$ cat src/tsc_pkg.sv
package tsc_pkg;

	// Clock rate
	localparam int unsigned CLK_MHZ = 250;
	localparam int unsigned CLK_KHZ = 250000;

	// Times in their own units
	localparam int unsigned POWERUP_TIME_MS = 300;
	localparam int unsigned RESET_TIME_MS = 30;
	localparam int unsigned START_FILT_TIME_MS = 10;
	localparam int unsigned FAST_FILT_TIME_US = 20;
	localparam int unsigned MED_FILT_TIME_MS = 2;
	localparam int unsigned SLOW_FILT_TIME_MS = 20;
	localparam int unsigned BLINK_TIME_MS = 250;
	localparam int unsigned PULSE_UNIT_MS = 10;

	// Cycle counts derived from the times
	localparam int unsigned MS_CYC = CLK_KHZ;
	localparam int unsigned POWERUP_CYC = POWERUP_TIME_MS * CLK_KHZ;
	localparam int unsigned START_FILT_CYC = START_FILT_TIME_MS * CLK_KHZ;
	localparam int unsigned FAST_FILT_CYC = FAST_FILT_TIME_US * CLK_MHZ;
	localparam int unsigned MED_FILT_CYC = MED_FILT_TIME_MS * CLK_KHZ;
	localparam int unsigned SLOW_FILT_CYC = SLOW_FILT_TIME_MS * CLK_KHZ;
	localparam int unsigned CNT_W = 27;
	localparam int unsigned MS_W = 16;

	// Time base of each range, in milliseconds
	localparam logic [MS_W-1:0] BASE_1MS = 16'h0001;
	localparam logic [MS_W-1:0] BASE_10MS = 16'h000a;
	localparam logic [MS_W-1:0] BASE_100MS = 16'h0064;
	localparam logic [MS_W-1:0] BASE_1S = 16'h03e8;
	localparam logic [MS_W-1:0] BASE_1MIN = 16'hea60;

	// Range switch codes
	localparam logic [2:0] RNG_CNT_FAST = 3'h0;
	localparam logic [2:0] RNG_CNT_SLOW = 3'h1;
	localparam logic [2:0] RNG_CNT_MED = 3'h2;
	localparam logic [2:0] RNG_T10MS = 3'h3;
	localparam logic [2:0] RNG_T100MS = 3'h4;
	localparam logic [2:0] RNG_T1MS = 3'h5;
	localparam logic [2:0] RNG_MIN_SEC = 3'h6;
	localparam logic [2:0] RNG_HR_MIN = 3'h7;

	// Values are five BCD digits, top digit 0 or 1
	localparam int unsigned DIGITS = 5;
	localparam int unsigned BCD_W = 20;
	localparam logic [BCD_W-1:0] ACC_MAX = 20'h19999;
	localparam logic [BCD_W-1:0] ACC_MAX_SEXA = 20'h19959;
	localparam logic [BCD_W-1:0] BCD_ZERO = 20'h00000;
	localparam logic [BCD_W-1:0] BCD_ONE = 20'h00001;

	// Keypad items and their reset values
	localparam int unsigned NUM_ITEMS = 5;
	localparam logic [2:0] ITEM_SP = 3'h0;
	localparam logic [2:0] ITEM_EARLY = 3'h1;
	localparam logic [2:0] ITEM_PULSE = 3'h2;
	localparam logic [2:0] ITEM_SCALE = 3'h3;
	localparam logic [2:0] ITEM_DIR = 3'h4;
	localparam logic [BCD_W-1:0] RST_SP = 20'h00100;
	localparam logic [BCD_W-1:0] RST_EARLY = 20'h00000;
	localparam logic [BCD_W-1:0] RST_PULSE = 20'h00050;
	localparam logic [BCD_W-1:0] RST_SCALE = 20'h00001;
	localparam logic [BCD_W-1:0] RST_DIR = 20'h00000;

	typedef enum logic [1:0] {
		MODE_ON_DELAY = 2'h0,
		MODE_PULSE = 2'h1,
		MODE_INTERVAL = 2'h2,
		MODE_REPEAT = 2'h3
	} out_mode_t;

	typedef enum logic [3:0] {
		ST_POWERUP = 4'h1,
		ST_IDLE = 4'h2,
		ST_RUN = 4'h4,
		ST_DONE = 4'h8
	} cycle_state_t;

	typedef enum logic [5:0] {
		MENU_RUN = 6'h01,
		MENU_SP = 6'h02,
		MENU_EARLY = 6'h04,
		MENU_PULSE = 6'h08,
		MENU_SCALE = 6'h10,
		MENU_DIR = 6'h20
	} menu_t;

	// Seven configuration switches
	typedef struct packed {
		logic count_invert;
		logic momentary;
		out_mode_t mode;
		logic [2:0] range;
	} cfg_t;

	typedef struct packed {
		logic [DIGITS-1:0] inc;
		logic [DIGITS-1:0] dec;
		logic set;
		logic confirm_entry_key;
		logic lock;
	} keys_t;

endpackage

$ cat src/signal_conditioner.sv
`timescale 1ns/1ps
module signal_conditioner
	import tsc_pkg::*;
(
	// Clock and reset
	input wire logic mclk,
	input wire logic rstn,
	input wire logic ce,
	// Raw level and filter length in cycles, at least one
	input wire logic raw_in,
	input wire logic [CNT_W-1:0] filt_cyc,
	// Filtered level
	output logic clean_out
);

	logic meta_q;
	logic sync_q;
	logic [CNT_W-1:0] stab_q;

	always_ff @(posedge mclk or negedge rstn)
	begin
		if (!rstn)
		begin
			meta_q <= 1'b0;
			sync_q <= 1'b0;
		end
		else if (ce)
		begin
			meta_q <= raw_in;
			sync_q <= meta_q;
		end
	end

	// A new level must stand for the whole filter length
	always_ff @(posedge mclk or negedge rstn)
	begin
		if (!rstn)
		begin
			stab_q <= '0;
			clean_out <= 1'b0;
		end
		else if (ce)
		begin
			if (sync_q == clean_out)
				stab_q <= '0;
			else if (stab_q >= filt_cyc - CNT_W'(1))
			begin
				stab_q <= '0;
				clean_out <= sync_q;
			end
			else
				stab_q <= stab_q + CNT_W'(1);
		end
	end

endmodule

$ cat src/dual_setpoint_timer_counter.sv
// How it works
// On-delay mode: delayed relay closes at cycle end, holds until reset.
// Pulse mode: delayed relay gives one programmed-length pulse at cycle end.
// Interval mode: delayed relay is closed during the cycle, opens at end.
// Repeat mode: at cycle end start the pulse, clear value, restart cycle.
// Repeating continues only while start stays asserted.
// As a timer the count line inhibits timing, keeping elapsed time.
// Value is four and a half digits, max 19999 (19959 in the sexagesimal ranges); scale extends counts.
// Three count rate settings: 7500 per second, 5000 or 500 per minute.
// Five time ranges, from 0.001 s steps up to 1 minute steps.
// Seven switches give count or time, range, start behaviour; read static.
// Setpoint changed per digit with its own increment and decrement keys.
// Keypad sets pulse length, count scale and progress direction.
// Keypad lock lets the setpoint be viewed but not changed.
// Activity indicator flashes while a cycle is in progress.
// Unit is reset within 30 ms of start removal; with momentary start the code resets on the next start rise instead.
// Unit is operational within 300 ms of power-up.
// Instantaneous relay follows start, apart from delayed and early relays.
// Every valid count pulse is counted, none lost.
// Instantaneous relay closes with start, opens when start is removed.
// Early-trip relay closes when value reaches second setpoint, opens on reset.
// Start and count lines are synchronised and debounced first.
`timescale 1ns/1ps
module dual_setpoint_timer_counter
	import tsc_pkg::*;
#(
	parameter int unsigned POWERUP_CYCLES = POWERUP_CYC,
	parameter int unsigned START_FILT_CYCLES = START_FILT_CYC,
	parameter int unsigned FAST_FILT_CYCLES = FAST_FILT_CYC,
	parameter int unsigned MED_FILT_CYCLES = MED_FILT_CYC,
	parameter int unsigned SLOW_FILT_CYCLES = SLOW_FILT_CYC,
	parameter int unsigned MS_CYCLES = MS_CYC
)
(
	// Clock, reset, enable
	input wire logic mclk,
	input wire logic rstn,
	input wire logic ce,
	// Field inputs
	input wire logic start_in,
	input wire logic count_in,
	// Internal configuration switches
	input wire logic [6:0] config_sw,
	// Front keypad
	input wire keys_t keys,
	// Relays and indicators
	output logic instant_relay,
	output logic delayed_relay,
	output logic early_relay,
	output logic activity_led,
	output logic ready,
	output logic [BCD_W-1:0] display,
	output menu_t menu_view
);

	cfg_t cfg_q;
	cycle_state_t state_q;
	menu_t menu_q;
	logic [BCD_W-1:0] items_q [NUM_ITEMS];
	logic [BCD_W-1:0] acc_q;
	logic [BCD_W-1:0] scl_q;
	logic [BCD_W-1:0] pulse_cnt_q;
	logic pulse_q;
	logic [CNT_W-1:0] pwr_cnt_q;
	logic [CNT_W-1:0] tmr_cyc_q;
	logic [MS_W-1:0] tmr_ms_q;
	logic [CNT_W-1:0] free_cyc_q;
	logic [MS_W-1:0] pulse_ms_q;
	logic [MS_W-1:0] blink_ms_q;
	logic blink_q;
	logic start_prev_q;
	logic count_prev_q;
	logic [DIGITS*2+1:0] keys_prev_q;

	logic [1:0] raw_lines;
	logic [1:0] clean_lines;
	logic [CNT_W-1:0] filt_len [2];
	logic start_c;
	logic count_lvl;
	logic start_rise;
	logic start_fall;
	logic is_timer;
	logic sexa;
	logic [MS_W-1:0] base_ms;
	logic free_ms_tick;
	logic time_tick;
	logic cnt_tick;
	logic advance;
	logic hit;
	logic begin_cycle;
	logic cycle_reset;
	logic [BCD_W-1:0] acc_next;
	logic [BCD_W-1:0] scl_next;
	logic [BCD_W-1:0] scale_eff;
	logic [BCD_W-1:0] pulse_next;
	logic [BCD_W-1:0] pulse_len;
	logic [BCD_W-1:0] max_val;
	logic [DIGITS-1:0] inc_p;
	logic [DIGITS-1:0] dec_p;
	logic set_p;
	logic enter_p;
	logic [2:0] cur_item;
	logic [BCD_W-1:0] edit_val;

	// BCD increment; in sexagesimal ranges the tens digit wraps at 5
	function automatic logic [BCD_W-1:0] bcd_inc(input logic [BCD_W-1:0] v,
		input logic sx);
		logic [BCD_W-1:0] r;
		logic carry;
		logic [3:0] lim;
		r = v;
		carry = 1'b1;
		for (int i = 0; i < DIGITS; i++)
		begin
			lim = (sx && i == 1) ? 4'h5 : 4'h9;
			if (carry)
			begin
				if (r[4*i +: 4] == lim)
					r[4*i +: 4] = 4'h0;
				else
				begin
					r[4*i +: 4] = r[4*i +: 4] + 4'h1;
					carry = 1'b0;
				end
			end
		end
		return r;
	endfunction

	// Remaining value for the count-down view
	function automatic logic [BCD_W-1:0] bcd_sub(input logic [BCD_W-1:0] a,
		input logic [BCD_W-1:0] b, input logic sx);
		logic [BCD_W-1:0] r;
		logic borrow;
		logic [4:0] t;
		r = BCD_ZERO;
		borrow = 1'b0;
		for (int i = 0; i < DIGITS; i++)
		begin
			t = {1'b0, a[4*i +: 4]} - {1'b0, b[4*i +: 4]} - {4'h0, borrow};
			borrow = t[4];
			if (t[4])
				t = t + ((sx && i == 1) ? 5'h06 : 5'h0a);
			r[4*i +: 4] = t[3:0];
		end
		if (b > a)
			r = BCD_ZERO;
		return r;
	endfunction

	assign raw_lines = {count_in, start_in};
	assign filt_len[0] = CNT_W'(START_FILT_CYCLES);
	always_comb
	begin
		case (cfg_q.range)
			RNG_CNT_SLOW: filt_len[1] = CNT_W'(SLOW_FILT_CYCLES);
			RNG_CNT_MED: filt_len[1] = CNT_W'(MED_FILT_CYCLES);
			default: filt_len[1] = CNT_W'(FAST_FILT_CYCLES);
		endcase
	end

	// Start filter is well below the reset time budget
	for (genvar g = 0; g < 2; g++)
	begin : g_cond
		signal_conditioner u_cond (
			.mclk(mclk),
			.rstn(rstn),
			.ce(ce),
			.raw_in(raw_lines[g]),
			.filt_cyc(filt_len[g]),
			.clean_out(clean_lines[g])
		);
	end

	assign start_c = clean_lines[0];
	assign count_lvl = clean_lines[1] ^ cfg_q.count_invert;
	assign start_rise = start_c & ~start_prev_q;
	assign start_fall = ~start_c & start_prev_q;
	assign is_timer = cfg_q.range >= RNG_T10MS;
	assign sexa = cfg_q.range == RNG_MIN_SEC || cfg_q.range == RNG_HR_MIN;
	assign max_val = sexa ? ACC_MAX_SEXA : ACC_MAX;
	assign inc_p = keys.inc & ~keys_prev_q[DIGITS*2+1:DIGITS+2];
	assign dec_p = keys.dec & ~keys_prev_q[DIGITS+1:2];
	assign set_p = keys.set & ~keys_prev_q[1];
	assign enter_p = keys.confirm_entry_key & ~keys_prev_q[0];

	always_comb
	begin
		case (cfg_q.range)
			RNG_T10MS: base_ms = BASE_10MS;
			RNG_T100MS: base_ms = BASE_100MS;
			RNG_MIN_SEC: base_ms = BASE_1S;
			RNG_HR_MIN: base_ms = BASE_1MIN;
			default: base_ms = BASE_1MS;
		endcase
	end

	// Cycle start, restart and reset events
	assign cycle_reset = (state_q == ST_RUN || state_q == ST_DONE) &&
		(cfg_q.momentary ? start_rise : start_fall);
	assign begin_cycle = (state_q == ST_IDLE &&
		(cfg_q.momentary ? start_rise : start_c)) ||
		(state_q == ST_DONE && cfg_q.momentary && start_rise);

	// Timer prescaler holds while inhibited, so elapsed time is kept
	assign time_tick = is_timer && state_q == ST_RUN && !count_lvl &&
		tmr_cyc_q == CNT_W'(MS_CYCLES - 1) && tmr_ms_q >= base_ms - 16'h0001;
	assign scale_eff = items_q[ITEM_SCALE] == BCD_ZERO ? BCD_ONE :
		items_q[ITEM_SCALE];
	assign scl_next = bcd_inc(scl_q, 1'b0);
	assign cnt_tick = !is_timer && state_q == ST_RUN &&
		count_lvl && !count_prev_q && scl_next >= scale_eff;
	assign advance = (time_tick || cnt_tick) && acc_q != max_val;
	assign acc_next = bcd_inc(acc_q, sexa);
	assign hit = advance && acc_next == items_q[ITEM_SP];

	always_ff @(posedge mclk or negedge rstn)
	begin
		if (!rstn)
		begin
			start_prev_q <= 1'b0;
			count_prev_q <= 1'b0;
			keys_prev_q <= '0;
		end
		else if (ce)
		begin
			start_prev_q <= start_c;
			count_prev_q <= count_lvl;
			keys_prev_q <= {keys.inc, keys.dec, keys.set,
				keys.confirm_entry_key};
		end
	end

	// Power-up hold-off
	always_ff @(posedge mclk or negedge rstn)
	begin
		if (!rstn)
		begin
			pwr_cnt_q <= '0;
			ready <= 1'b0;
		end
		else if (ce && !ready)
		begin
			if (pwr_cnt_q >= CNT_W'(POWERUP_CYCLES - 1))
				ready <= 1'b1;
			else
				pwr_cnt_q <= pwr_cnt_q + CNT_W'(1);
		end
	end

	// Switches are static: sampled only while no cycle is active
	always_ff @(posedge mclk or negedge rstn)
	begin
		if (!rstn)
			cfg_q <= '0;
		else if (ce && (state_q == ST_POWERUP || state_q == ST_IDLE))
			cfg_q <= cfg_t'(config_sw);
	end

	always_ff @(posedge mclk or negedge rstn)
	begin
		if (!rstn)
			state_q <= ST_POWERUP;
		else if (ce)
		begin
			case (state_q)
				ST_POWERUP:
					if (ready)
						state_q <= ST_IDLE;
				ST_IDLE:
					if (begin_cycle)
						state_q <= ST_RUN;
				ST_RUN:
					if (cycle_reset || (!cfg_q.momentary && !start_c))
						state_q <= ST_IDLE;
					else if (hit && !(cfg_q.mode == MODE_REPEAT && start_c))
						state_q <= ST_DONE;
				ST_DONE:
					if (begin_cycle)
						state_q <= ST_RUN;
					else if (cycle_reset)
						state_q <= ST_IDLE;
				default:
					state_q <= ST_POWERUP;
			endcase
		end
	end

	// Accumulated value and count prescaler
	always_ff @(posedge mclk or negedge rstn)
	begin
		if (!rstn)
		begin
			acc_q <= BCD_ZERO;
			scl_q <= BCD_ZERO;
		end
		else if (ce)
		begin
			if (begin_cycle || cycle_reset)
			begin
				acc_q <= BCD_ZERO;
				scl_q <= BCD_ZERO;
			end
			else if (hit && cfg_q.mode == MODE_REPEAT && start_c)
				acc_q <= BCD_ZERO;
			else if (advance)
				acc_q <= acc_next;
			if (!is_timer && state_q == ST_RUN && count_lvl && !count_prev_q)
				scl_q <= cnt_tick ? BCD_ZERO : scl_next;
		end
	end

	// Timing prescaler, frozen by the inhibit line
	always_ff @(posedge mclk or negedge rstn)
	begin
		if (!rstn)
		begin
			tmr_cyc_q <= '0;
			tmr_ms_q <= '0;
		end
		else if (ce)
		begin
			if (begin_cycle || cycle_reset)
			begin
				tmr_cyc_q <= '0;
				tmr_ms_q <= '0;
			end
			else if (is_timer && state_q == ST_RUN && !count_lvl)
			begin
				if (tmr_cyc_q == CNT_W'(MS_CYCLES - 1))
				begin
					tmr_cyc_q <= '0;
					tmr_ms_q <= time_tick ? '0 : tmr_ms_q + 16'h0001;
				end
				else
					tmr_cyc_q <= tmr_cyc_q + CNT_W'(1);
			end
		end
	end

	// Free millisecond base for the output pulse and the flasher
	assign free_ms_tick = free_cyc_q == CNT_W'(MS_CYCLES - 1);
	always_ff @(posedge mclk or negedge rstn)
	begin
		if (!rstn)
		begin
			free_cyc_q <= '0;
			blink_ms_q <= '0;
			blink_q <= 1'b0;
		end
		else if (ce)
		begin
			free_cyc_q <= free_ms_tick ? '0 : free_cyc_q + CNT_W'(1);
			if (free_ms_tick)
			begin
				if (blink_ms_q == MS_W'(BLINK_TIME_MS - 1))
				begin
					blink_ms_q <= '0;
					blink_q <= ~blink_q;
				end
				else
					blink_ms_q <= blink_ms_q + 16'h0001;
			end
		end
	end

	// Output pulse, at least one pulse unit long
	assign pulse_next = bcd_inc(pulse_cnt_q, 1'b0);
	assign pulse_len = items_q[ITEM_PULSE] == BCD_ZERO ? BCD_ONE :
		items_q[ITEM_PULSE];
	always_ff @(posedge mclk or negedge rstn)
	begin
		if (!rstn)
		begin
			pulse_q <= 1'b0;
			pulse_cnt_q <= BCD_ZERO;
			pulse_ms_q <= '0;
		end
		else if (ce)
		begin
			if (cycle_reset || begin_cycle)
				pulse_q <= 1'b0;
			else if (hit && (cfg_q.mode == MODE_PULSE ||
				cfg_q.mode == MODE_REPEAT))
			begin
				pulse_q <= 1'b1;
				pulse_cnt_q <= BCD_ZERO;
				pulse_ms_q <= '0;
			end
			else if (pulse_q && free_ms_tick)
			begin
				if (pulse_ms_q == MS_W'(PULSE_UNIT_MS - 1))
				begin
					pulse_ms_q <= '0;
					pulse_cnt_q <= pulse_next;
					if (pulse_next >= pulse_len)
						pulse_q <= 1'b0;
				end
				else
					pulse_ms_q <= pulse_ms_q + 16'h0001;
			end
		end
	end

	// Relays and indicator
	always_ff @(posedge mclk or negedge rstn)
	begin
		if (!rstn)
		begin
			instant_relay <= 1'b0;
			delayed_relay <= 1'b0;
			early_relay <= 1'b0;
			activity_led <= 1'b0;
		end
		else if (ce)
		begin
			instant_relay <= ready && start_c;
			case (cfg_q.mode)
				MODE_ON_DELAY: delayed_relay <= state_q == ST_DONE;
				MODE_INTERVAL: delayed_relay <= state_q == ST_RUN;
				default: delayed_relay <= pulse_q;
			endcase
			if (cycle_reset || begin_cycle ||
				(hit && cfg_q.mode == MODE_REPEAT && start_c))
				early_relay <= 1'b0;
			else if (state_q == ST_RUN && items_q[ITEM_EARLY] != BCD_ZERO &&
				acc_q >= items_q[ITEM_EARLY])
				early_relay <= 1'b1;
			activity_led <= state_q == ST_RUN && blink_q;
		end
	end

	// Keypad menu; locked unit only toggles into the setpoint view
	always_ff @(posedge mclk or negedge rstn)
	begin
		if (!rstn)
			menu_q <= MENU_RUN;
		else if (ce)
		begin
			if (enter_p)
				menu_q <= MENU_RUN;
			else if (set_p && keys.lock)
				menu_q <= menu_q == MENU_RUN ? MENU_SP : MENU_RUN;
			else if (set_p)
			begin
				case (menu_q)
					MENU_RUN: menu_q <= MENU_SP;
					MENU_SP: menu_q <= MENU_EARLY;
					MENU_EARLY: menu_q <= MENU_PULSE;
					MENU_PULSE: menu_q <= MENU_SCALE;
					MENU_SCALE: menu_q <= MENU_DIR;
					default: menu_q <= MENU_RUN;
				endcase
			end
		end
	end
	assign menu_view = menu_q;

	always_comb
	begin
		case (menu_q)
			MENU_EARLY: cur_item = ITEM_EARLY;
			MENU_PULSE: cur_item = ITEM_PULSE;
			MENU_SCALE: cur_item = ITEM_SCALE;
			MENU_DIR: cur_item = ITEM_DIR;
			default: cur_item = ITEM_SP;
		endcase
	end

	// Per-digit step with wrap; top digit is a half digit
	for (genvar d = 0; d < DIGITS; d++)
	begin : g_digit
		logic [3:0] lim;
		logic [3:0] cur;
		assign cur = items_q[cur_item][4*d +: 4];
		assign lim = (d == DIGITS - 1 || cur_item == ITEM_DIR) ? 4'h1 :
			(d == 1 && sexa && cur_item <= ITEM_EARLY) ? 4'h5 : 4'h9;
		always_comb
		begin
			if (inc_p[d])
				edit_val[4*d +: 4] = cur >= lim ? 4'h0 : cur + 4'h1;
			else if (dec_p[d])
				edit_val[4*d +: 4] = cur == 4'h0 ? lim : cur - 4'h1;
			else
				edit_val[4*d +: 4] = cur;
		end
	end

	always_ff @(posedge mclk or negedge rstn)
	begin
		if (!rstn)
		begin
			items_q[ITEM_SP] <= RST_SP;
			items_q[ITEM_EARLY] <= RST_EARLY;
			items_q[ITEM_PULSE] <= RST_PULSE;
			items_q[ITEM_SCALE] <= RST_SCALE;
			items_q[ITEM_DIR] <= RST_DIR;
		end
		else if (ce && menu_q != MENU_RUN && !keys.lock &&
			(inc_p != '0 || dec_p != '0))
			items_q[cur_item] <= edit_val;
	end

	// Display: value in run view, else the item being edited
	always_ff @(posedge mclk or negedge rstn)
	begin
		if (!rstn)
			display <= BCD_ZERO;
		else if (ce)
		begin
			if (menu_q != MENU_RUN)
				display <= items_q[cur_item];
			else if (items_q[ITEM_DIR][0])
				display <= acc_q;
			else
				display <= bcd_sub(items_q[ITEM_SP], acc_q, sexa);
		end
	end

endmodule

$ cat config.mk
export PLATFORM = sky130hd
export DESIGN_NAME = dual_setpoint_timer_counter
export DESIGN_NICKNAME = d
export VERILOG_FILES = /design/src/tsc_pkg.sv /design/src/signal_conditioner.sv /design/src/dual_setpoint_timer_counter.sv
export SDC_FILE = /design/constraint.sdc
export NUM_CORES = 1
export LEC_CHECK = 0
export ABC_AREA = 1
export BUFFER_PORTS_ARGS = -buffer_cell sky130_fd_sc_hd__buf_2
export CORE_AREA = 4 4 214 237
export CTS_CLUSTER_DIAMETER = 50
export DETAILED_ROUTE_END_ITERATION = 6
export DIE_AREA = 0 0 218 241
export MAX_ROUTING_LAYER = met4
export PLACE_DENSITY_LB_ADDON = 0.15
export SYNTH_ARGS = -nofsm -noshare
export SYNTH_HDL_FRONTEND = slang
export SYNTH_HIERARCHICAL = 1
export SYNTH_SLANG_ARGS = --single-unit
$ cat constraint.sdc
create_clock -name mclk -period 15.6 [get_ports mclk]
set_input_delay 2.34 -clock mclk [delete_from_list [all_inputs] [get_ports mclk]]
set_output_delay 2.34 -clock mclk [all_outputs]
set_load 0.01 [all_outputs]
* After elaboration in Yosys (flattened, before gate mapping)
Cells that the tools add are included.
Storage, ports and cells: register bits after elaboration 407, input bits 25, output and inout bits 31, word-level logic and storage cells 401
Operators by class: add/sub/neg operators 49, order comparisons 17, equality and inequality tests 48, muxes and demuxes 140, bitwise logic cells 19, reduce and logical (&&, ||, !) cells 89
Operator list (count):
- $mux 20 | 17
- $mux 4 | 63
- $mux 27 | 8
- $add 27x1->27 const B | 5
- $mux 16 | 8
- $bwmux 100 | 1
- $add 4x1->4 const B | 20
- $pmux 16 s4 | 1
- $bmux 20 s3 | 1
- $demux 20 s3 | 1
- $eq 4x4->1 const B | 15
- $ge 20x20->1 | 3
- $eq 27x18->1 const B | 2
- $add 16x1->16 const B | 3
- $pmux 23 s2 | 1
- $logic_not 20->1 | 2
- $logic_and 1x1->1 | 33
- $mux 1 | 30
- $pmux 6 s5 | 1
- $ge 27x22->1 const B | 1
- $ge 27x27->1 | 1
- $ge 27x27->1 const B | 1
- $sub 4x4->5 | 5
- $sub 23x1->24 const B | 1
- other kinds (60) | 138

* Depth between registers and ports, before layout
Gate-level depths: netlist of the first run.
depth in word-level cells 16, mapped depth 44, mapped depth without buffers 44

* Hierarchy
The synthesis of the first run kept the hierarchy.
Modules (own cells, without submodules):
- dual_setpoint_timer_counter | instances 1, cells each 3376, area an instance 24413.4 sq um, seq. area each 8690.8 sq um
- signal_conditioner at g_cond[0].u_cond | instances 1, cells each 513, area an instance 3338.2 sq um, seq. area each 750.7 sq um
- signal_conditioner at g_cond[1].u_cond | instances 1, cells each 507, area an instance 3310.7 sq um, seq. area each 750.7 sq um

* Worst setup path before layout of the first run
No wires, ideal clock.
path kind register to register, start point register items_q[80] (netlist bit), end point register display[18], setup time 138 ps, arrival 8191 ps, data required time 15462 ps, path slack 7271 ps, cell stages (with the launch flop) 44, buffers on the path 0, clock period less this slack 8329 ps, path through dfrtp_1 -> inv_1 -> ha_1 -> inv_1 -> fa_1 -> a221o_1 -> fa_1 -> fa_1 -> or2_2 -> a21oi_1 -> xor2_1 -> xor2_1 -> inv_1 -> ha_1 -> o21bai_1 -> fa_1 -> or2_2 -> a21oi_1 -> [8 not listed] -> or2_2 -> a21oi_1 -> xor2_1 -> or2_2 -> nand2_1 -> inv_1 -> ha_1 -> inv_1 -> nand2_1 -> fa_1 -> nor2_1 -> o21bai_1 -> xor2_1 -> mux2_2 -> nand2_1 -> nand2_1 -> o211ai_1 -> a31oi_1
Between the ends: longest elaborated chain between the ends 10, elaborated cells on any way between the ends 11, classes of those cells add/sub: 6; order compare: 1; mux: 4
RTL lines:
- start: declaration | line dual_setpoint_timer_counter.sv:59 | logic [BCD_W-1:0] items_q [NUM_ITEMS];
- start signal: indexed assignment | line dual_setpoint_timer_counter.sv:501 | items_q[cur_item] <= edit_val;
- $sub 4x4->5 | line dual_setpoint_timer_counter.sv:140 | t = {1'b0, a[4*i +: 4]} - {1'b0, b[4*i +: 4]} - {4'h0, borrow};
- $sub 5x1->5 (4 in a row) | line dual_setpoint_timer_counter.sv:140
- $add 4x4->4 | line dual_setpoint_timer_counter.sv:143 | t = t + ((sx && i == 1) ? 5'h06 : 5'h0a);
- $mux 4 | line dual_setpoint_timer_counter.sv:142 | if (t[4])
- $mux 20 (*) | line dual_setpoint_timer_counter.sv:146 | if (b > a)
- $mux 20 (*) | line dual_setpoint_timer_counter.sv:513 | else if (items_q[ITEM_DIR][0])
- $mux 20 (*) | line dual_setpoint_timer_counter.sv:511 | if (menu_q != MENU_RUN)
- end signal: assignment | line dual_setpoint_timer_counter.sv:512 | display <= items_q[cur_item];
- end signal: assignment | line dual_setpoint_timer_counter.sv:514 | display <= acc_q;
- end signal: assignment | line dual_setpoint_timer_counter.sv:516 | display <= bcd_sub(items_q[ITEM_SP], acc_q, sexa);
- end: declaration | line dual_setpoint_timer_counter.sv:52 | output logic [BCD_W-1:0] display,
Every way passes the cells marked *; elsewhere a longest branch is shown, timed or not. A chain may end at the register's enable or synchronous reset.

* Worst setup path in the final report of the first run
start point register acc_q[0], end point register display[18]
Between the ends: longest elaborated chain between the ends 10, elaborated cells on any way between the ends 11, classes of those cells add/sub: 6; order compare: 1; mux: 4
RTL lines:
- start: declaration | line dual_setpoint_timer_counter.sv:60 | logic [BCD_W-1:0] acc_q;
- start signal: assignment | line dual_setpoint_timer_counter.sv:307 | acc_q <= acc_next;
- $sub 4x4->5 | line dual_setpoint_timer_counter.sv:140
- $sub 5x1->5 (4 in a row) | line dual_setpoint_timer_counter.sv:140
- $add 4x4->4 | line dual_setpoint_timer_counter.sv:143
- $mux 4 | line dual_setpoint_timer_counter.sv:142
- $mux 20 (*) | line dual_setpoint_timer_counter.sv:146
- $mux 20 (*) | line dual_setpoint_timer_counter.sv:513
- $mux 20 (*) | line dual_setpoint_timer_counter.sv:511
Marked as above.

==> metrics, run 1 <==
worst slew pin tran 1.13 ns; R2R depth 42; reg2reg setup slack between 6 and 7 ns; Cell Area, Synth 0.0311 mm^2; min Tclk post-route 9.19 ns; DR vias 29500; CTS max path bufs 3; top-area cell type share of the netlist area approximately a third; main area contributors after synthesis dfrtp_1, nand2_1, ha_1; asr flop ratio synth 100%; Setup-failing EPs final 0; CTS Root Cell clkbuf_16; Layout area overhead 9.41%; H-tree depth 2; Cell Pwr Density 127 mW/mm^2; met1 usage between 40% and 50%; layout cells sized above 1 6.51%; Top FF cell, synth dfrtp_1; initial DRC count 2865; maximum VDD drop 0.0951 mV; met2 Track Usage GR between 50% and 60%; most frequent cells in the layout nand2_1, inv_1, dfrtp_1, nor2_1, nand3_1; drt via density 5.66; n_diodes 0; critical path required time 16.05 ns; Fin Clk Skew 0.0186 ns; Die Footprint 0.0525 mm^2; CTS tree done; slowest stage delay, CP 0.53 ns; Ys Warns 6; TritonCTS buffer count 51; final hold violation count 0; drt drc 0; worst r2r src acc_q[0]; Mapped Avg Cell Area 7.07 um^2; All-Layer GR Usage 33.7%; utilization after layout 70.1%; Post-CTS Resized 0; antenna viol nets, final 0; CP delay by family, top adder cells; setup tns final 0 ns; CORE AREA ~0.048 mm^2; GR Overflow Total 0; Max Clock Freq between 100 and 150 MHz; reg-to-reg endpoint display[18]; Levels on crit path 42; outcome finished, final reports clean; Crit path arrival time 9.64 ns; Clock Latency Late Sink 0.61 ns; total wire length 86300 um; DR pass1 iterations 6; Top-Level Pins 56; Final Instance Area ~0.034 mm^2; register area share after synthesis around a third; CP Launch Point acc_q[0]; Post-synth EDFFs 0; GRT Max-Usage Layer met2; port bufs 55; setup repair bufs after CTS 0; setup repair after global routing missed its margin false; Starting Density between 60% and 70%; Placer Congestion 1.00; leak pwr around 18 nW; vias in the first global route 27700; Distinct cells, synth 73; Synth Register Bits slightly above 400; maxcap violations 0; Mapped Cells 4396; DP Wirelength between 60000 and 70000 um; Die Wd 218 um; # rows 85; Setup crit end kind flop; total power draw 0.00433 W; Routed WL per cell 16.5 um; Critical path buffers and inverters 6; largest net degree at the start of global routing 178; Final Max Slew Viols 0; commonest non-fill, non-tap cell in the layout nand2_1; Worst Hold Class reg -> reg; Synth area leader dfrtp_1; fill count 4223; # clock sinks 407; crit start category flop; worst-path maximum fanout 9; Max-slew headroom 24.5%; grt met3 use 3.32%; global-route wire length before repair 141000 um; CP Class reg -> reg; final worst-path cycle share 58.9%; count of hold-fix buffers inserted at cts 0; DP Area 0.0323 mm^2; fin nets roughly 4800; initial antenna violation count 0; die height approximately 240 um; Reg clk slew, reported paths approximately 0.06 ns; slowest CP cell dfrtp_1; Setup crit end display[18]; Crit path top cell by count nand2_1
==> final cells by class <==
cell class	instances	area, um^2	area share, %
clock buffer	69	1430	4.19
clock inverter	27	285	0.839
sequential	407	10200	30.0
tap	652	816	2.40
inverter	626	2350	6.92
multi-input combinational	3357	18400	54.2
timing repair buffer	79	480	1.41
==> worst register-to-register path, delay by kind of cell, from the launching register on <==
kind / cells / cell delay (ns)
and+or+nand+nor: 12 / 1.90
muxes: 1 / 0.38
AOI/OAI and AO/OA: 8 / 1.43
buffers and inverters: 6 / 0.28
DFF: 1 / 0.53
adders and majority gates: 10 / 3.16
xor gates and xnor gates: 5 / 1.36
==> synth_stat cells, types with 5 or more instances <==
| library cell | instances |
|---|---|
| nand3b_1 | 22 |
| inv_1 | 603 |
| o21a_1 | 6 |
| or2_2 | 21 |
| nand2_1 | 1214 |
| dfstp_2 | 6 |
| o21ai_0 | 218 |
| nor2_4 | 17 |
| nor4_1 | 52 |
| o211ai_1 | 22 |
| xnor2_1 | 47 |
| o31ai_1 | 6 |
| dfrtp_1 | 401 |
| a21oi_1 | 161 |
| nor2_2 | 22 |
| clkinv_1 | 8 |
| o22ai_1 | 36 |
| nor3b_1 | 5 |
| nor3_1 | 83 |
| buf_4 | 8 |
| o2111ai_1 | 9 |
| nand3_2 | 8 |
| fa_1 | 11 |
| xor2_1 | 130 |
| nand3_1 | 252 |
| a22oi_1 | 5 |
| o221ai_1 | 5 |
| nor2_1 | 361 |
| a31oi_1 | 18 |
| nand4_1 | 178 |
| clkbuf_1 | 81 |
| o21ai_1 | 19 |
| buf_1 | 9 |
| inv_2 | 14 |
| ha_1 | 241 |
| nand2_2 | 16 |
| buf_2 | 13 |
==> per-stage QoR <==
step / worst slack, ns / std cells / hold slack (ns)
2_1_floorplan: 7.27 / 4503 / 0.436
3_3_place_gp: 6.59 / 5121 / 0.453
3_5_place_dp: 6.51 / 5121 / 0.460
4_1_cts: 6.48 / 5217 / 0.476
5_1_grt: 5.75 / 5217 / 0.496
6_report: 6.41 / 5217 / 0.475
==> state kept, by name, indices dropped and copies added, names as in the netlist, 4 cells and up <==
register	cells
pulse_ms_q	16
tmr_cyc_q	27
display	20
menu_view	6
state_q	4
blink_ms_q	16
keys_prev_q	12
scl_q	20
free_cyc_q	27
pulse_cnt_q	20
acc_q	20
pwr_cnt_q	27
cfg_q	7
tmr_ms_q	16
g_cond.u_cond/stab_q	54
items_q	100
==> worst min path at each step <==
stage                              end                     from  cells past startpoint  slack [ns]
6_report                    display[4]               display[4]                      2        0.47
5_1_grt        g_cond[0].u_cond/meta_q  g_cond[0].u_cond/meta_q                      2        0.50
4_1_cts                pulse_cnt_q[14]          pulse_cnt_q[14]                      2        0.48
3_5_place_dp             pwr_cnt_q[26]            pwr_cnt_q[26]                      1        0.46
3_3_place_gp             pwr_cnt_q[26]            pwr_cnt_q[26]                      1        0.45
2_1_floorplan            pwr_cnt_q[26]            pwr_cnt_q[26]                      1        0.44
==> cell families (layout without fill, tap and decap cells) <==
group	Yosys count	after routing	synth area share [%]
simple gates	2275	2275	32.6
xor+xnor	177	177	4.99
buf+inv	739	801	9.13
compound gates	539	539	9.81
mux	5	5	0.177
fa+ha+maj	252	252	10.4
flops	407	407	32.8
other cells	2	109	0.0242
==> power by group <==
group          switching, W  internal (W)
sequential         0.000161       0.00120
combinational       0.00117      0.000586
clock              0.000507      0.000702
total               0.00184       0.00249
==> per-layer routing <==
metal	wire [um]	share of wire (%)
met5	0	0
met4	4360	5.0
met3	5540	6.4
met2	40400	47
met1	36000	42
No activity file was read; power rests on OpenSTA's default activity.
==> run 2, diff against run 1 <==
clock period = 8.6 ns   (was 15.6 ns; I/O delays follow)
==> run 2 against run 1 <==
- critical path depth is 2 higher
- count of clock-buffer cells in the layout is 6 lower
- die area stayed put
- clock skew rose by 0.015 ns
- final area increased by 1.1%
- register-to-register slack worse by 6.0 ns
- sequential power is 82% higher
- total power increased by 88%
- core utilization grew 0.74 points
- routed wire length rose by 0.81%
- worst hold slack lost 0.0045 ns
- maximum frequency rose by 13%
- critical path type unchanged
==> metrics, run 2 (synthesis gave the netlist of run 1 again) <==
outcome finished, final reports clean; critical path required time 9.14 ns (-6.91 ns); DR pass1 iterations 6 (unchanged); Cell Pwr Density 237 mW/mm^2 (+86%); Hold Crit Endpoint blink_ms_q[15]; final worst-path cycle share 94.9% (+36 points); DP Area 0.0324 mm^2 (+0.24%); CTS max path bufs 3 (unchanged); die height 241 um (unchanged); largest net degree at the start of global routing 153 (-14%); DR vias 29500 (-0.12%); TritonCTS buffer count 52 (+2.0%); Max-slew headroom 14.5% (-10 points); reg-to-reg endpoint display[17]; Setup-failing EPs final 0 (unchanged); most frequent cells in the layout nand2_1, inv_1, dfrtp_1, nor2_1, nand3_1; crit start category flop; # clock sinks 407 (unchanged); Placer Congestion 1.01 (+1.1%); DP Wirelength 63300 um (-0.40%); CTS tree done; Max Clock Freq 123 MHz (+13%); Final Max Slew Viols 0 (unchanged); total wire length 87000 um (+0.81%); layout cells sized above 1 7.34% (+0.83 points); cell depth of the worst hold path 1 (-1); antenna viol nets, final 0 (unchanged); Worst Hold Class reg -> reg; maxcap violations 0 (unchanged); Top-Level Pins 56 (unchanged); H-tree depth 2 (unchanged); Die Wd 218 um (unchanged); Clock Latency Late Sink 0.62 ns (about the same); leak pwr 17.9 nW (+0.89%); Starting Density 64.1% (unchanged); worst r2r src items_q[80]; min Tclk post-route 8.16 ns (-1.03 ns); Routed WL per cell 16.6 um (+0.54%); CORE AREA 0.0485 mm^2 (unchanged); # rows 85 (unchanged); Crit path top cell by count nand2_1; final hold violation count 0 (unchanged); Hold Crit Start blink_ms_q[15]; GR Overflow Total 0 (unchanged); port bufs 55 (unchanged); R2R depth 44 (+4.8%); Layout area overhead 10.6%; Reg clk slew, reported paths 0.06 ns (about the same); vias in the first global route 27200 (-2.1%); global-route wire length before repair 140000 um (-1.1%); CTS Root Cell clkbuf_16; initial antenna violation count 0 (unchanged); commonest non-fill, non-tap cell in the layout nand2_1; Crit path arrival time 8.70 ns (-0.94 ns); n_diodes 0 (unchanged); Die Footprint 0.0525 mm^2 (unchanged); CP Class reg -> reg; initial DRC count 3130 (+9.2%); drt drc 0 (unchanged); Top reg by flops items_q; Fin Clk Skew 0.0340 ns (+0.0154 ns); worst slew pin tran 1.28 ns (+0.146 ns); drt via density 5.64 (-0.39%); largest registers items_q (100), g_cond.u_cond/stab_q (54); reg2reg setup slack 0.44 ns (-5.97 ns); Setup crit end kind flop; slowest stage delay, CP 0.42 ns (-0.11 ns); worst-path maximum fanout 4 (-5); All-Layer GR Usage 33.6% (-0.13 points); Final Instance Area 0.0343 mm^2 (+1.1%); fill count 4197 (-0.62%); maximum VDD drop 0.163 mV (+71%); max reg flops 100 (unchanged); slowest CP cell dfrtp_1; fin nets 4813 (+0.29%); total power draw 0.00815 W (+88%); count of hold-fix buffers inserted at cts 0 (unchanged)
run 2: routing by layer:
layer  track usage (%)  vias to the layer above  part of all wire [%]
li1                  -                    14500                     -
met1              43.0                    13700                    42
met5                 -                        -                     0
met3              4.86                      245                   7.0
met4              15.3                        0                   5.3
met2              53.2                     1079                    46
run 2: what timing repair did:
| action | in CTS | in global routing |
|---|---|---|
| buffers inserted | 0 | 3 |
| resized for setup | 0 | 19 |
| setup endpoints to repair | 0 | 3 |
run 2: worst max path at each step:
| stage | startpoint | to | slack [ns] | cells past startpoint |
|---|---|---|---|---|
| final | items_q[80] | display[17] | 0.44 | 44 |
| after CTS | items_q[80] | display[18] | 0.06 | 43 |
| after global routing | items_q[80] | display[17] | -0.01 | 44 |
| after floorplan | items_q[80] | display[18] | 0.27 | 43 |
| after detailed placement | items_q[80] | display[18] | 0.09 | 43 |
| after global placement | items_q[80] | display[18] | 0.18 | 43 |
run 2: final cells by class:
type	instances	area, um^2	share of cell area [%]
clock buffers	63	1440	4.20
clock inverters	34	443	1.29
inverters	626	2350	6.85
multi-input cells	3357	18500	53.9
flip-flops and latches	407	10200	29.7
well taps	652	816	2.38
repair buffers	92	578	1.68
run 2: power by group:
group | switching, W | internal, W | leakage [nW]
registers | 0.000283 | 0.00218 | 5.10
clock network | 0.000938 | 0.00145 | 0.921
logic | 0.00217 | 0.00112 | 11.9
total | 0.00339 | 0.00476 | 17.9
run 2: through the flow:
step	setup WS (ns)	TNS (ns)	std cells	hold slack, ns	util, %
3_3_place_gp	0.176	0	5131	0.454	66.7
4_1_cts	0.0564	0	5228	0.474	70.6
3_5_place_dp	0.0856	0	5131	0.459	66.7
5_1_grt	-0.0149	-0.0149	5231	0.495	70.8
6_report	0.441	0	5231	0.470	70.8
2_1_floorplan	0.271	0	4503	0.436	-
run 2: worst max-delay path, delay by kind of cell (launching register included):
| kind | cells | cell delay, ns |
|---|---|---|
| buf+inv | 8 | 0.53 |
| flops | 1 | 0.42 |
| xor+xnor | 6 | 1.00 |
| simple gates | 12 | 1.83 |
| compound gates | 8 | 1.39 |
| fa+ha+maj | 10 | 2.88 |
